### src/ispfc_consts.svh
`ifndef ISPFC_CONSTS_SVH
`define ISPFC_CONSTS_SVH
`define ISPFC_OFS_CHIP_CTRL      8'hbf
`define ISPFC_OFS_WRITE_UNLOCK   8'hc6
`define ISPFC_OFS_ROM_OP_CTRL    8'hc7
`define ISPFC_OFS_ADDR_HIGH      8'hc5
`define ISPFC_OFS_ADDR_LOW       8'hc4
`define ISPFC_OFS_PROG_DATA      8'hc3
`define ISPFC_OFS_STATUS         8'hc2
`define ISPFC_UNLOCK_FIRST       8'h87
`define ISPFC_UNLOCK_SECOND      8'h59
`define ISPFC_BIT_REBOOT         7
`define ISPFC_BIT_AUX_RAM        4
`define ISPFC_BIT_BOOT_SEL       1
`define ISPFC_BIT_PROG_EN        0
`define ISPFC_BIT_BANK_SEL       6
`define ISPFC_BIT_OE             5
`define ISPFC_BIT_CE             4
`define ISPFC_CODE_ERASE         4'h2
`define ISPFC_CODE_PROGRAM       4'h1
`define ISPFC_CODE_READ          4'h0
`define ISPFC_CHIP_CTRL_RESET    8'h00
`define ISPFC_ROM_OP_RESET       8'h30
`define ISPFC_OP_TIME_NS         200
`define ISPFC_CLK_PERIOD_NS      40
`define ISPFC_OP_CYCLES          ((`ISPFC_OP_TIME_NS + `ISPFC_CLK_PERIOD_NS - 1) / `ISPFC_CLK_PERIOD_NS)
`define ISPFC_REBOOT_CYCLES      8'h10
`endif

### src/ispfc_pkg.sv
package ispfc_pkg;
  typedef enum logic [1:0] {
    ISPFC_LOCKED  = 2'b00,
    ISPFC_ARMED   = 2'b01,
    ISPFC_OPEN    = 2'b10
  } ispfc_unlock_type;

  typedef enum logic [2:0] {
    ISPFC_NORMAL  = 3'b000,
    ISPFC_WAIT_WK = 3'b001,
    ISPFC_PROG    = 3'b010,
    ISPFC_OP_RUN  = 3'b011,
    ISPFC_REBOOT  = 3'b100
  } ispfc_mode_type;

  typedef enum logic [1:0] {
    ISPFC_OP_NONE  = 2'b00,
    ISPFC_OP_ERASE = 2'b01,
    ISPFC_OP_PROG  = 2'b10,
    ISPFC_OP_READ  = 2'b11
  } ispfc_op_type;

  typedef struct packed {
    logic        req;
    logic        bank;
    ispfc_op_type op;
    logic [15:0] addr;
    logic [7:0]  wdata;
  } ispfc_rom_req_type;

  typedef struct packed {
    logic       done;
    logic [7:0] rdata;
  } ispfc_rom_rsp_type;
endpackage

### src/ispfc_strap_sync.sv
`timescale 1ns/1ps
module ispfc_strap_sync #(
  parameter int WIDTH = 3
) (
  input  wire logic             clk,
  input  wire logic             rst_n,
  input  wire logic [WIDTH-1:0] pin_in,
  output logic      [WIDTH-1:0] level_out
);
  initial begin
    if (WIDTH < 1) $error("width must be positive");
  end

  typedef struct packed {
    logic [WIDTH-1:0] s1;
    logic [WIDTH-1:0] s2;
    logic [WIDTH-1:0] s3;
    logic [WIDTH-1:0] lvl;
  } ispfc_sync_type;

  ispfc_sync_type st_reg;
  ispfc_sync_type st_next;

  always_comb begin
    st_next    = st_reg;
    st_next.s1 = pin_in;
    st_next.s2 = st_reg.s1;
    st_next.s3 = st_reg.s2;
    // change taken only once stages two and three agree
    for (int i = 0; i < WIDTH; i++) begin
      if (st_reg.s2[i] == st_reg.s3[i]) begin
        st_next.lvl[i] = st_reg.s3[i];
      end
    end
  end

  always_ff @(posedge clk) begin
    if (!rst_n) begin
      st_reg <= '{default: '1};
    end else begin
      st_reg <= st_next;
    end
  end

  assign level_out = st_reg.lvl;
endmodule // ispfc_strap_sync

### src/ispfc_isp_flash_controller.sv
`timescale 1ns/1ps
`include "ispfc_consts.svh"
// Functional notes
// normal mode fetches from application bank unless programming or reboot selects otherwise
// chip control read-only after reset; 87h then 59h to unlock opens it
// any other unlock write value closes chip control write access again
// all programming operations happen only while the cpu sits in idle
// software bounds idle with a timer interrupt so operations can finish
// target address comes from high and low byte registers
// data register feeds program writes and captures read results
// operation control bit 6 picks main bank (0) or auxiliary bank (1)
// codes decoded with chip enable low: 0010 erase, 0001 program, 0000 read
// reboot bit with boot select and programming enable resets the core
// reboot bit reads one while forced loader boot is active
// chip control bit 4 enables auxiliary ram
// chip control bit 1 swaps loader and target bank roles
// programming enable plus idle then wakeup enters programming mode
// with programming enable clear, erase and program are blocked
// chip control writes while locked are ignored
// power-on boots application bank unless reset straps force loader boot
module ispfc_isp_flash_controller #(
  parameter int OP_CYCLES = `ISPFC_OP_CYCLES
) (
  input  wire logic                        clk,
  input  wire logic                        rst_n,
  input  wire logic [7:0]                  reg_addr,
  input  wire logic [7:0]                  reg_wdata,
  input  wire logic                        reg_wr,
  input  wire logic                        reg_rd,
  output logic      [7:0]                  reg_rdata,
  input  wire logic                        cpu_idle,
  input  wire logic                        cpu_wakeup,
  input  wire logic                        strap_p43,
  input  wire logic                        strap_p27,
  input  wire logic                        strap_p26,
  output ispfc_pkg::ispfc_rom_req_type     rom_req,
  input  wire ispfc_pkg::ispfc_rom_rsp_type rom_rsp,
  output logic                             fetch_from_loader,
  output logic                             isp_mode,
  output logic                             aux_ram_enable,
  output logic                             core_reset_n
);
  initial begin
    if (OP_CYCLES < 1 || OP_CYCLES > 255) $error("OP_CYCLES out of range");
  end

  typedef struct packed {
    ispfc_pkg::ispfc_unlock_type lock;
    ispfc_pkg::ispfc_mode_type   mode;
    logic                        forced_loader_boot;
    logic                        strap_taken;
    logic                        aux_ram_enable;
    logic                        boot_location_select;
    logic                        programming_enable;
    logic [7:0]                  rom_operation_control;
    logic [7:0]                  target_address_high;
    logic [7:0]                  target_address_low;
    logic [7:0]                  programming_data;
    logic [7:0]                  op_count;
    logic [7:0]                  reboot_count;
    logic                        op_blocked;
    ispfc_pkg::ispfc_rom_req_type req;
    logic [7:0]                  rdata;
  } ispfc_state_type;

  ispfc_state_type st_reg;
  ispfc_state_type st_next;
  logic [2:0]      strap_lvl;

  ispfc_strap_sync #(
    .WIDTH     (3)
  ) u_strap (
    .clk       (clk),
    .rst_n     (rst_n),
    .pin_in    ({strap_p43, strap_p27, strap_p26}),
    .level_out (strap_lvl)
  );

  function automatic ispfc_pkg::ispfc_op_type decode_op(input logic [7:0] ctl);
    decode_op = ispfc_pkg::ISPFC_OP_NONE;
    if (!ctl[`ISPFC_BIT_CE]) begin
      if (ctl[3:0] == `ISPFC_CODE_ERASE && ctl[`ISPFC_BIT_OE]) begin
        decode_op = ispfc_pkg::ISPFC_OP_ERASE;
      end else if (ctl[3:0] == `ISPFC_CODE_PROGRAM && ctl[`ISPFC_BIT_OE]) begin
        decode_op = ispfc_pkg::ISPFC_OP_PROG;
      end else if (ctl[3:0] == `ISPFC_CODE_READ && !ctl[`ISPFC_BIT_OE]) begin
        decode_op = ispfc_pkg::ISPFC_OP_READ;
      end
    end
  endfunction

  function automatic logic [7:0] chip_ctrl_view(input ispfc_state_type s);
    chip_ctrl_view = 8'h00;
    chip_ctrl_view[`ISPFC_BIT_REBOOT]   = s.forced_loader_boot;
    chip_ctrl_view[`ISPFC_BIT_AUX_RAM]  = s.aux_ram_enable;
    chip_ctrl_view[`ISPFC_BIT_BOOT_SEL] = s.boot_location_select;
    chip_ctrl_view[`ISPFC_BIT_PROG_EN]  = s.programming_enable;
  endfunction

  logic                     wr_chip;
  logic                     wr_unlock;
  ispfc_pkg::ispfc_op_type  op_dec;

  always_comb begin
    st_next     = st_reg;
    st_next.req.req = 1'b0;
    wr_chip     = reg_wr && reg_addr == `ISPFC_OFS_CHIP_CTRL;
    wr_unlock   = reg_wr && reg_addr == `ISPFC_OFS_WRITE_UNLOCK;
    op_dec      = decode_op(st_reg.rom_operation_control);

    // straps are caught once, after the synchroniser has settled
    if (!st_reg.strap_taken && st_reg.reboot_count == 8'h00) begin
      st_next.strap_taken        = 1'b1;
      st_next.forced_loader_boot = ~strap_lvl[2] | (~strap_lvl[1] & ~strap_lvl[0]);
    end

    if (wr_unlock) begin
      case (st_reg.lock)
        ispfc_pkg::ISPFC_LOCKED: begin
          st_next.lock = (reg_wdata == `ISPFC_UNLOCK_FIRST) ? ispfc_pkg::ISPFC_ARMED
                                                             : ispfc_pkg::ISPFC_LOCKED;
        end
        ispfc_pkg::ISPFC_ARMED: begin
          st_next.lock = (reg_wdata == `ISPFC_UNLOCK_SECOND) ? ispfc_pkg::ISPFC_OPEN
                                                              : ispfc_pkg::ISPFC_LOCKED;
        end
        default: begin
          st_next.lock = ispfc_pkg::ISPFC_LOCKED;
        end
      endcase
    end

    // locked writes fall through untouched
    if (wr_chip && st_reg.lock == ispfc_pkg::ISPFC_OPEN) begin
      st_next.aux_ram_enable       = reg_wdata[`ISPFC_BIT_AUX_RAM];
      st_next.boot_location_select = reg_wdata[`ISPFC_BIT_BOOT_SEL];
      st_next.programming_enable   = reg_wdata[`ISPFC_BIT_PROG_EN];
      if (reg_wdata[`ISPFC_BIT_REBOOT] && reg_wdata[`ISPFC_BIT_BOOT_SEL]
          && reg_wdata[`ISPFC_BIT_PROG_EN]) begin
        st_next.mode         = ispfc_pkg::ISPFC_REBOOT;
        st_next.reboot_count = `ISPFC_REBOOT_CYCLES;
      end
    end

    if (reg_wr) begin
      case (reg_addr)
        `ISPFC_OFS_ROM_OP_CTRL: st_next.rom_operation_control = reg_wdata;
        `ISPFC_OFS_ADDR_HIGH:   st_next.target_address_high   = reg_wdata;
        `ISPFC_OFS_ADDR_LOW:    st_next.target_address_low    = reg_wdata;
        `ISPFC_OFS_PROG_DATA:   st_next.programming_data      = reg_wdata;
        default: begin
        end
      endcase
    end

    case (st_reg.mode)
      ispfc_pkg::ISPFC_NORMAL: begin
        if (st_reg.programming_enable && cpu_idle) begin
          st_next.mode = ispfc_pkg::ISPFC_WAIT_WK;
        end
      end
      ispfc_pkg::ISPFC_WAIT_WK: begin
        if (!st_reg.programming_enable) begin
          st_next.mode = ispfc_pkg::ISPFC_NORMAL;
        end else if (cpu_wakeup) begin
          st_next.mode = ispfc_pkg::ISPFC_PROG;
        end
      end
      ispfc_pkg::ISPFC_PROG: begin
        if (!st_reg.programming_enable && cpu_idle) begin
          st_next.mode = ispfc_pkg::ISPFC_NORMAL;
          // exit wins over the op, so a refused erase or program is still flagged
          st_next.op_blocked = (op_dec == ispfc_pkg::ISPFC_OP_ERASE)
                               || (op_dec == ispfc_pkg::ISPFC_OP_PROG);
        end else if (cpu_idle && op_dec != ispfc_pkg::ISPFC_OP_NONE) begin
          if (!st_reg.programming_enable && op_dec != ispfc_pkg::ISPFC_OP_READ) begin
            st_next.op_blocked = 1'b1;
          end else begin
            st_next.op_blocked  = 1'b0;
            st_next.mode        = ispfc_pkg::ISPFC_OP_RUN;
            st_next.op_count    = 8'(OP_CYCLES);
            st_next.req.req     = 1'b1;
            st_next.req.op      = op_dec;
            st_next.req.bank    = st_reg.rom_operation_control[`ISPFC_BIT_BANK_SEL];
            st_next.req.addr    = {st_reg.target_address_high, st_reg.target_address_low};
            st_next.req.wdata   = st_reg.programming_data;
          end
        end
      end
      ispfc_pkg::ISPFC_OP_RUN: begin
        if (st_reg.op_count != 8'h00) begin
          st_next.op_count = st_reg.op_count - 8'h01;
        end
        if (rom_rsp.done && st_reg.req.op == ispfc_pkg::ISPFC_OP_READ) begin
          st_next.programming_data = rom_rsp.rdata;
        end
        // leave on the response or the minimum op time, whichever comes first, once the cpu is out of idle
        if ((rom_rsp.done || st_reg.op_count == 8'h00) && !cpu_idle) begin
          st_next.mode = ispfc_pkg::ISPFC_PROG;
        end
      end
      ispfc_pkg::ISPFC_REBOOT: begin
        st_next.reboot_count = st_reg.reboot_count - 8'h01;
        if (st_reg.reboot_count == 8'h01) begin
          st_next.mode                 = ispfc_pkg::ISPFC_NORMAL;
          st_next.lock                 = ispfc_pkg::ISPFC_LOCKED;
          st_next.forced_loader_boot   = 1'b0;
          st_next.programming_enable   = 1'b0;
          st_next.boot_location_select = 1'b0;
          st_next.aux_ram_enable       = 1'b0;
          st_next.rom_operation_control = `ISPFC_ROM_OP_RESET;
          st_next.op_blocked           = 1'b0;
        end
      end
      default: begin
        st_next.mode = ispfc_pkg::ISPFC_NORMAL;
      end
    endcase

    st_next.rdata = 8'h00;
    if (reg_rd) begin
      case (reg_addr)
        `ISPFC_OFS_CHIP_CTRL:   st_next.rdata = chip_ctrl_view(st_reg);
        `ISPFC_OFS_ROM_OP_CTRL: st_next.rdata = {1'b0, st_reg.rom_operation_control[6:0]};
        `ISPFC_OFS_ADDR_HIGH:   st_next.rdata = st_reg.target_address_high;
        `ISPFC_OFS_ADDR_LOW:    st_next.rdata = st_reg.target_address_low;
        `ISPFC_OFS_PROG_DATA:   st_next.rdata = st_reg.programming_data;
        `ISPFC_OFS_STATUS:      st_next.rdata = {4'h0, st_reg.op_blocked,
                                                 st_reg.mode};
        default:                st_next.rdata = 8'h00;
      endcase
    end
  end

  always_ff @(posedge clk) begin
    if (!rst_n) begin
      st_reg                       <= '0;
      st_reg.lock                  <= ispfc_pkg::ISPFC_LOCKED;
      st_reg.mode                  <= ispfc_pkg::ISPFC_NORMAL;
      st_reg.rom_operation_control <= `ISPFC_ROM_OP_RESET;
      st_reg.reboot_count          <= 8'h04;
    end else begin
      if (st_reg.reboot_count != 8'h00 && st_reg.mode == ispfc_pkg::ISPFC_NORMAL) begin
        st_reg              <= st_next;
        st_reg.reboot_count <= st_reg.reboot_count - 8'h01;
      end else begin
        st_reg <= st_next;
      end
    end
  end

  assign reg_rdata         = st_reg.rdata;
  assign rom_req           = st_reg.req;
  assign isp_mode          = st_reg.mode == ispfc_pkg::ISPFC_PROG
                             || st_reg.mode == ispfc_pkg::ISPFC_OP_RUN;
  // loader fetch when forced, or in programming mode with loader in aux bank
  assign fetch_from_loader = st_reg.forced_loader_boot
                             || (isp_mode && st_reg.boot_location_select);
  assign aux_ram_enable    = st_reg.aux_ram_enable;
  assign core_reset_n      = st_reg.mode != ispfc_pkg::ISPFC_REBOOT;
endmodule // ispfc_isp_flash_controller

### config.mk
export PLATFORM = sky130hd
export DESIGN_NAME = ispfc_isp_flash_controller
export DESIGN_NICKNAME = d
export VERILOG_FILES = /design/src/ispfc_pkg.sv /design/src/ispfc_strap_sync.sv /design/src/ispfc_isp_flash_controller.sv
export VERILOG_INCLUDE_DIRS = /design/src
export SDC_FILE = /design/constraint.sdc
export NUM_CORES = 1
export LEC_CHECK = 0
export BUFFER_PORTS_ARGS = -buffer_cell sky130_fd_sc_hd__buf_2
export CORE_AREA = 4 4 70 136
export DETAILED_ROUTE_END_ITERATION = 10
export DIE_AREA = 0 0 74 140
export PLACE_DENSITY = 0.79
export SYNTH_ARGS = -nofsm -noshare
export SYNTH_HDL_FRONTEND = slang
export SYNTH_HIERARCHICAL = 1
export SYNTH_SLANG_ARGS = --single-unit
### constraint.sdc
create_clock -name clk -period 4.05 [get_ports clk]
set_input_delay 1.0125 -clock clk [delete_from_list [all_inputs] [get_ports clk]]
set_output_delay 1.0125 -clock clk [all_outputs]
set_load 0.02 [all_outputs]
# After elaboration in Yosys (flattened, before gate mapping)
# Cells that the tools add are included.
[totals] latchBits=0 in_bits=34 memories=0 reg_bits=107 elab_cells=146 mem_bits_ro=0 ram_bits=0
[classes] reduce_logical=36 div_mod_pow=0 add_sub_neg=2 shifts=0 eq_ne=26 bitwise_logic=5 n_mul=0 mux=51 order_cmp=0
[ops] cell="8-bit two-way mux" n=14
[ops] cell="28-bit two-way mux" n=3
[ops] cell="8-bit equality test, second input constant" n=8
[ops] cell="8-bit case mux with 6 select lines" n=1
[ops] cell="45-bit two-way mux" n=1
[ops] cell="32-bit two-way mux" n=1
[ops] cell="3-bit two-way mux" n=10
[ops] cell="29-bit two-way mux" n=1
[ops] cell="11-bit two-way mux" n=2
[ops] cell="1-bit logical AND" n=17
[ops] cell="8-bit zero test" n=2
[ops] cell="2-bit two-way mux" n=8
[ops] cell="8-bit case mux with 2 select lines" n=1
[ops] cell="8-bit nonzero test" n=2
[ops] cell="8-bit by 1-bit subtractor with 8-bit output, second input constant" n=2
[ops] cell="3-bit case mux with 5 select lines" n=1
[ops] cell="8-bit by 1-bit equality test with 1-bit output, second input constant" n=1
[ops] cell="8-bit by 7-bit equality test with 1-bit output, second input constant" n=1
[ops] cell="2-bit equality test, second input constant" n=3
[ops] cell="3-bit by 2-bit equality test with 1-bit output, second input constant" n=2
[ops] cell="6-bit two-way mux" n=1
[ops] cell="3-bit nonzero test" n=2
[ops] cell="1-bit two-way mux" n=5
[ops] cell="2-bit by 1-bit equality test with 1-bit output, second input constant" n=2
[ops] cell="19 further kinds" n=29

# Depth between registers and ports, before layout
# Gate-level depths: netlist of the first run.
[logic_depth] depth_word=13 depth_mapped=10 depth_no_buf=8

# By module
# Netlist of the first run, hierarchy kept.
[modules_own_cells] mod="ispfc_isp_flash_controller" cells_each=555 n_inst=1 area_per_inst_um2=4743.3 seq_area_each_um2=1881.8
[modules_own_cells] mod="ispfc_strap_sync" cells_each=34 n_inst=1 area_per_inst_um2=385.4 seq_area_each_um2=240.2

# Least setup slack after synthesis of the first run
# Ideal clock, no wire load.
[synth_path] path_kind="reg-to-output" startpoint="register st_reg[91] (netlist bit)" endpoint="output port fetch_from_loader" path_stages_with_launch=5 t_arrival_ps=1521 slack_ps=1516 n_path_buf=2 cell_sequence="dfxtp_1 > clkbuf_1 > clkbuf_1 > nor2b_1 > a21o_1"
[synth_via] elab_chain_cells=4 elab_cells_between_ends=5 classes_between="eq/ne (2); reduce/logical (3)"
[synth_lines] item="start: declaration" line="ispfc_isp_flash_controller.sv:66" source="ispfc_state_type st_reg;"
[synth_lines] item="start signal: assignment" line="ispfc_isp_flash_controller.sv:244" source="st_reg <= st_next;"
[synth_lines] item="start signal: assignment" line="ispfc_isp_flash_controller.sv:247" source="st_reg <= st_next;"
[synth_lines] item="3-bit by 2-bit equality test with 1-bit output (on tied branches)" line="ispfc_isp_flash_controller.sv:254, ispfc_isp_flash_controller.sv:255"
[synth_lines] item="1-bit logical OR (*)" line="ispfc_isp_flash_controller.sv:255" source="|| st_reg.mode == ispfc_pkg::ISPFC_OP_RUN;"
[synth_lines] item="named net isp_mode" line="ispfc_isp_flash_controller.sv:39" source="output logic isp_mode,"
[synth_lines] item="1-bit logical AND (*)" line="ispfc_isp_flash_controller.sv:258" source="|| (isp_mode && st_reg.boot_location_select);"
[synth_lines] item="1-bit logical OR (*)" line="ispfc_isp_flash_controller.sv:258"
[synth_lines] item="end: declaration" line="ispfc_isp_flash_controller.sv:38" source="output logic fetch_from_loader,"
# Mark *: on every way through the listed nets, which the timed path passes. The rest lies on a longest branch.

# Final worst setup path of the first run
[layout_path] startpoint="register st_reg[81] (netlist bit)" endpoint="register st_reg, in the netlist rom_req[18]"
[layout_via] elab_chain_cells=8 elab_cells_between_ends=10 classes_between="eq/ne (1); mux (6); reduce/logical (3)"
[layout_lines] item="2-bit two-way mux (*)" line="ispfc_isp_flash_controller.sv:81" source="if (!ctl[`ISPFC_BIT_CE]) begin"
[layout_lines] item="named net op_dec[0]" line="ispfc_isp_flash_controller.sv:102" source="ispfc_pkg::ispfc_op_type op_dec;"
[layout_lines] item="2-bit != test" line="ispfc_isp_flash_controller.sv:176" source="if (!st_reg.programming_enable && op_dec != ispfc_pkg::ISPFC_OP_READ) begin"
[layout_lines] item="1-bit logical AND" line="ispfc_isp_flash_controller.sv:176"
[layout_lines] item="28-bit two-way mux" line="ispfc_isp_flash_controller.sv:176"
[layout_lines] item="29-bit two-way mux (*)" line="ispfc_isp_flash_controller.sv:175" source="end else if (cpu_idle && op_dec != ispfc_pkg::ISPFC_OP_NONE) begin"
[layout_lines] item="28-bit two-way mux (*)" line="ispfc_isp_flash_controller.sv:170" source="if (!st_reg.programming_enable && cpu_idle) begin"
[layout_lines] item="28-bit two-way mux (*)" line="ispfc_isp_flash_controller.sv:156" source="case (st_reg.mode)"
[layout_lines] item="45-bit two-way mux (*)" line="ispfc_isp_flash_controller.sv:243" source="if (st_reg.reboot_count != 8'h00 && st_reg.mode == ispfc_pkg::ISPFC_NORMAL) begin"
# Marks and branches as above.
# A chain may end at the register's enable or synchronous reset.

==> results of run 1 <==
[critical path: cells and delay by family, from the launching register on]
kind | cells | cell delay (ns)
and+or+nand+nor | 5 | 1.69
adders and majority gates | 1 | 0.24
DFF | 1 | 0.32
buffers and inverters | 2 | 0.49
AOI/OAI and AO/OA | 1 | 0.06
[area by class of cell]
type,count,area [um2],area share [%]
multi-input combinational,396,2510,45.5
sequential,106,2120,38.4
timing repair buffer,79,410,7.43
clock buffer,11,253,4.58
tap,100,125,2.27
inverter,15,56.3,1.02
clock inverter,5,42.5,0.770
[per-layer routing]
| layer | wire length, um | vias up | share of wire, % | GRT usage [%] |
|---|---|---|---|---|
| li1 | - | 2081 | - | - |
| met1 | 4510 | 2060 | 35 | 25.9 |
| met2 | 7100 | 151 | 55 | 45.9 |
| met3 | 558 | 44 | 4.3 | 3.95 |
| met4 | 787 | 0 | 6.1 | 15.8 |
| met5 | 0 | - | 0 | 0 |
[per-stage QoR]
| step | utilization [%] | power, W |
|---|---|---|
| finish | 64.3 | 0.00224 |
| global route | 64.3 | 0.00232 |
| CTS | 64.3 | 0.00225 |
| detailed placement | 60.9 | 0.00141 |
| global placement | 60.9 | 0.00139 |
| floorplan | - | 0.00133 |
[cells in the final DEF (no fill, tap or decap), types with 4 or more instances in the layout]
cell / netlist / layout
a21oi_1: 54 / 54
and3_1: 4 / 4
buf_2: 3 / 73
buf_4: 39 / 6
clkbuf_16: 0 / 9
dfxtp_1: 106 / 106
ha_1: 4 / 4
inv_1: 15 / 15
mux2i_1: 45 / 45
nand2_1: 72 / 72
nand2b_1: 14 / 14
nand3_1: 11 / 11
nand4_1: 4 / 4
nor2_1: 50 / 50
nor2b_1: 8 / 8
nor3_1: 7 / 7
nor4_1: 9 / 9
nor4_4: 4 / 4
o21ai_0: 16 / 16
o2bb2ai_1: 5 / 5
o31ai_1: 4 / 4
or2_2: 4 / 4
or4_1: 6 / 6
[logic make-up after synthesis]
| kind of cell | after synthesis | synth area share (%) |
|---|---|---|
| and+or+nand+nor | 219 | 22.9 |
| AOI/OAI and AO/OA | 123 | 15.4 |
| DFF | 106 | 41.4 |
| buffers and inverters | 87 | 9.59 |
| muxes | 47 | 9.22 |
| adders and majority gates | 4 | 0.976 |
| xor gates and xnor gates | 3 | 0.512 |
[how the worst max path moves through the flow]
stage	startpoint	endpoint	slack, ns	depth (start not counted)
6_report	st_reg[81]	rom_req[18]	1.10	9
5_1_grt	st_reg[81]	rom_req[15]	0.87	9
4_1_cts	st_reg[81]	rom_req[18]	1.10	9
3_5_place_dp	st_reg[81]	rom_req[18]	1.12	9
3_3_place_gp	st_reg[81]	rom_req[14]	1.28	9
2_1_floorplan	st_reg[91]	fetch_from_loader	1.52	4
[where the power goes]
part           total (W)  switching [W]  internal (W)
combinational   0.000264       0.000156      0.000108
sequential       0.00112      0.0000424       0.00108
clock           0.000852       0.000393      0.000458
==> flow_summary_export.csv, run 1 <==
group,metric,value,unit
synthesis,synth_flop_cell,"dfxtp_1",
cells_and_area,stdcell_area,5520,um2
clocking,clkSlewWorstSetupHoldPaths,0.07,ns
placement,dp_hpwl,9.72,mm
floorplan,core_region_area,8590,um2
clocking,root_buffer,"clkbuf_16",
route,firstDrtPassIters,5,
global_routing,grt_remaining_overflow,0,
cells_and_area,nFillCells,746,
timing,slew_violations,0,
worst_hold_path,holdPathStages,1,
route,routed_via_density,6.09,
worst_hold_path,min_to,"u_strap/st_next[5]",
timing,period_needed,2.95,ns
run_status,status,"completed",
run,drv_cap,0,
timing,fin_hold_ws,0.410,ns
setup_path,crit_path_top_delay_cell,"nand3_1",
global_routing,grt_first_pass_wirelength,20.4,mm
floorplan,die-area,10400,um2
route,drc,0,
placement,globalplace.congestion,0.957,
synthesis,ys_warn_count,6,
cells_and_area,n_antenna_cell,0,
clocking,cts_made_buffers,9,
setup_path,worstPathCellList,"or3_1 -> nor3_1 -> inv_1 -> ha_1 -> nor4b_1 -> nand3_1 -> buf_4 -> nand2_1 -> a21oi_1",
setup_path,r2r_cells,9,
route,routed_wl,13.0,mm
setup_path,cp-start-kind,"flip-flop",
timing,clock.fmax,339,MHz
synthesis,synthArstFlopShare,0,%
synthesis,syn_inst,589,
setup_path,worstPathArrival,3.16,ns
setup_path,r2r_end,"rom_req[18]",
synthesis,yosysTopAreaCell,"dfxtp_1",
floorplan,start_util,59.7,%
floorplan,row_count,48,
floorplan,die_h,140,um
clocking,cts.hold.buffers_added,0,
synthesis,syn_area,5130,um2
route,vias,4336,
global_routing,track_usage,25.4,%
setup_path,worstReg2RegStart,"st_reg[81]",
synthesis,synth-seq-area-share,41.4,%
timing,skew,0.00922,ns
clocking,cts_setup_buffers,0,
setup_path,path_max_fanout,19,
global_routing,antenna_found_initial,0,
timing,rsz0062_at_grt,"false",
synthesis,yosysMostFrequentCell,"dfxtp_1",
cells_and_area,drive_gt1_share,19.0,%
timing,final_hold_viol_count,0,
timing,max-slew-margin-rel,46.8,%
placement,place_inst,696,
worst_hold_path,min_path_type,"reg2reg",
clocking,worstSkewPairLatency,0.35,ns
timing,max_slew.worst_pin.slew,0.791,ns
placement,dpl_cell_area,5230,um2
route,drt-wirelength-per-cell,18.2,um
synthesis,synth_edf_count,0,
synthesis,synth_seq_cells,106,
floorplan,die_w,74,um
timing,layout_setup_ws,1.10,ns
setup_path,r2r_slack,1.10,ns
setup_path,worstSetupEndpointType,"flip-flop",
cells_and_area,final_cells,712,
setup_path,max_stage_delay,0.57,ns
synthesis,syn-num-nets,627,
cells_and_area,largest_reg_flops,57,
floorplan,ioPinCount,74,
synthesis,synthTopCellsByArea,"dfxtp_1 41%, mux2i_1 8.8%, buf_4 5.7%",
synthesis,synth_cell_type_count,67,
clocking,cts_buffer_depth,2,
global_routing,grt_pass1_vias,4154,
setup_path,crit_type,"reg2reg",
pwr,power_density,405,nW/um2
pwr,cellLeakagePower,2.07,nW
synthesis,ys_top_cells_by_count,"106 x dfxtp_1, 72 x nand2_1, 54 x a21oi_1, 50 x nor2_1, 45 x mux2i_1",
clocking,clock_sinks,106,
worst_hold_path,hold_start,"u_strap/st_next[8]",
timing,final-setup-viol-count,0,
clocking,tritoncts,"built",
placement,io_buffers,73,
setup_path,crit_required,4.26,ns
route,drtIter0Drc,432,
placement,post-place-ws,1.12,ns
synthesis,synth_top_cell_area_share,41.4,%
synthesis,syn_avg_cell_area,8.71,um2
global_routing,grt_max_degree,50,
pwr,max-vdd-ir-drop,0.277,mV
timing,period_share,72.8,%
cells_and_area,fin_nets,645,
route,detail-route-antenna-nets,0,
timing,tns,0,ns
cells_and_area,syn2layout_area_growth,7.71,%
clocking,h-tree-depth,3,
clocking,postCtsResizedCells,0,
(Power assumes the default switching activity.)
==> run 2: changes to the inputs <==
--- a/config.mk
+++ b/config.mk
@@ -7,10 +7,10 @@
 export NUM_CORES = 1
 export LEC_CHECK = 0
 export BUFFER_PORTS_ARGS = -buffer_cell sky130_fd_sc_hd__buf_2
-export CORE_AREA = 4 4 70 136
+export CORE_AREA = 4 4 73 142
 export DETAILED_ROUTE_END_ITERATION = 10
-export DIE_AREA = 0 0 74 140
-export PLACE_DENSITY = 0.79
+export DIE_AREA = 0 0 77 146
+export PLACE_DENSITY = 0.73
 export SYNTH_ARGS = -nofsm -noshare
 export SYNTH_HDL_FRONTEND = slang
 export SYNTH_HIERARCHICAL = 1
==> constraint.sdc (replaced) <==
create_clock -name clk -period 2.9 [get_ports clk]
set_input_delay 0.725 -clock clk [delete_from_list [all_inputs] [get_ports clk]]
set_output_delay 0.725 -clock clk [all_outputs]
set_load 0.02 [all_outputs]
==> run 2 against run 1 <==
Final cell count is 1.5% higher. Clock-buffer cell count unchanged. Non-clock buffer count rose by 7. Critical endpoint is now rom_req[2]. Highest routed layer unchanged. Sequential share of layout area fell by 0.40 points. Sequential cell count unchanged. Worst setup slack worse by 0.74 ns.
==> flow_summary_export.csv, run 2 (synthesis results as in run 1) <==
group,metric,value,unit
run_status,status,"completed",
setup_path,crit_type,"reg2reg",
timing,tns,0,ns
global_routing,grt_first_pass_wirelength,20.4,mm
timing,max_slew.worst_pin.slew,0.668,ns
route,drc,0,
timing,slew_violations,0,
floorplan,core_region_area,9320,um2
floorplan,die-area,11200,um2
placement,io_buffers,73,
clocking,h-tree-depth,3,
placement,globalplace.congestion,0.885,
placement,post-place-ws,0.393,ns
worst_hold_path,min_path_type,"reg2reg",
timing,final-setup-viol-count,0,
pwr,power_density,563,nW/um2
timing,skew,0.00867,ns
setup_path,crit_path_top_delay_cell,"or3_1",
cells_and_area,nFillCells,824,
pwr,cellLeakagePower,2.10,nW
setup_path,r2r_cells,9,
timing,layout_setup_ws,0.366,ns
setup_path,worstSetupEndpointType,"flip-flop",
route,routed_via_density,6.01,
clocking,worstSkewPairLatency,0.36,ns
clocking,clkSlewWorstSetupHoldPaths,0.07,ns
cells_and_area,largest_reg_flops,57,
floorplan,ioPinCount,74,
setup_path,path_depth,9,
setup_path,worst-path-buf-inv,2,
clocking,tritoncts,"built",
cells_and_area,layout_commonest_cell,"dfxtp_1",
setup_path,max_stage_delay,0.40,ns
clocking,cts_buffer_depth,2,
route,drtIter0Drc,275,
clocking,cts_setup_buffers,0,
clocking,root_buffer,"clkbuf_16",
setup_path,path_max_fanout,27,
route,routed_wl,12.8,mm
timing,clock.fmax,395,MHz
global_routing,track_usage,22.9,%
route,detail-route-antenna-nets,0,
cells_and_area,register_area,2120,um2
setup_path,worstPathCellList,"or3_1 -> nor3_1 -> inv_1 -> ha_1 -> nor4b_1 -> nor2b_1 -> buf_4 -> nand2_1 -> a21oi_1",
setup_path,worstPathArrival,2.82,ns
timing,final_hold_viol_count,0,
clocking,postCtsResizedCells,0,
cells_and_area,n_antenna_cell,0,
run,drv_cap,0,
global_routing,grt_max_degree,49,
timing,max-slew-margin-rel,55.2,%
cells_and_area,fin_nets,652,
cells_and_area,multi_input_area,2510,um2
floorplan,die_h,146,um
placement,dp_hpwl,9.65,mm
route,firstDrtPassIters,5,
route,vias,4348,
timing,fin_hold_ws,0.409,ns
worst_hold_path,holdPathStages,1,
timing,period_share,87.4,%
clocking,cts.hold.buffers_added,0,
cells_and_area,layout_common_cells,"106 x dfxtp_1, 73 x buf_2, 72 x nand2_1",
floorplan,die_w,77,um
cells_and_area,drive_gt1_share,19.9,%
clocking,cts_made_buffers,9,
floorplan,start_util,55.0,%
floorplan,row_count,50,
timing,period_needed,2.53,ns
clocking,clock_sinks,106,
timing,rsz0062_at_grt,"false",
route,drt-wirelength-per-cell,17.7,um
global_routing,grt_remaining_overflow,0,
setup_path,cp-start-kind,"flip-flop",
pwr,max-vdd-ir-drop,0.449,mV
setup_path,crit_required,3.19,ns
cells_and_area,syn2layout_area_growth,8.83,%
global_routing,antenna_found_initial,0,
global_routing,grt_pass1_vias,4137,
setup_path,cp_top_family,"simple AND/OR/NAND/NOR gates",
## run 2: cell types whose count changed in the layout (fill, tap and decap cells not counted), sizes merged
cell and change:
buf +7
## run 2: power breakdown
group          internal [W]  leakage, nW  switching (W)
clock              0.000641        0.143       0.000566
sequential          0.00151        0.857      0.0000579
combinational      0.000151         1.10       0.000219
## run 2: worst paths after layout
kind                 startpoint            endpoint  slack [ns]
max                  st_reg[81]          rom_req[2]        0.37
min reg2reg  u_strap/st_next[8]  u_strap/st_next[5]        0.41
max reg2reg          st_reg[81]          rom_req[2]        0.37
min          u_strap/st_next[8]  u_strap/st_next[5]        0.41
## run 2: per-stage QoR
step | std cells | area [um2] | utilization (%) | total power [W]
6_report | 723 | 5580 | 59.9 | 0.00314
2_1_floorplan | 589 | 5130 | - | 0.00185
4_1_cts | 723 | 5580 | 59.9 | 0.00315
3_3_place_gp | 707 | 5290 | 56.7 | 0.00195
3_5_place_dp | 707 | 5290 | 56.7 | 0.00196
5_1_grt | 723 | 5580 | 59.9 | 0.00326
## run 2: per-layer routing
layer / GRT usage, % / vias up / share of wire (%)
met5: 0 / - / 0
li1: - / 2097 / -
met3: 2.60 / 44 / 4.0
met2: 43.4 / 143 / 55
met4: 15.6 / 0 / 5.5
met1: 22.4 / 2064 / 35
## run 2: final cells by class
cell class | count | share of cell area (%)
clock inverter | 5 | 0.762
sequential | 106 | 38.0
clock buffer | 11 | 4.53
tap | 104 | 2.33
inverter | 15 | 1.01
timing repair buffer | 86 | 8.29
multi-input combinational | 396 | 45.1
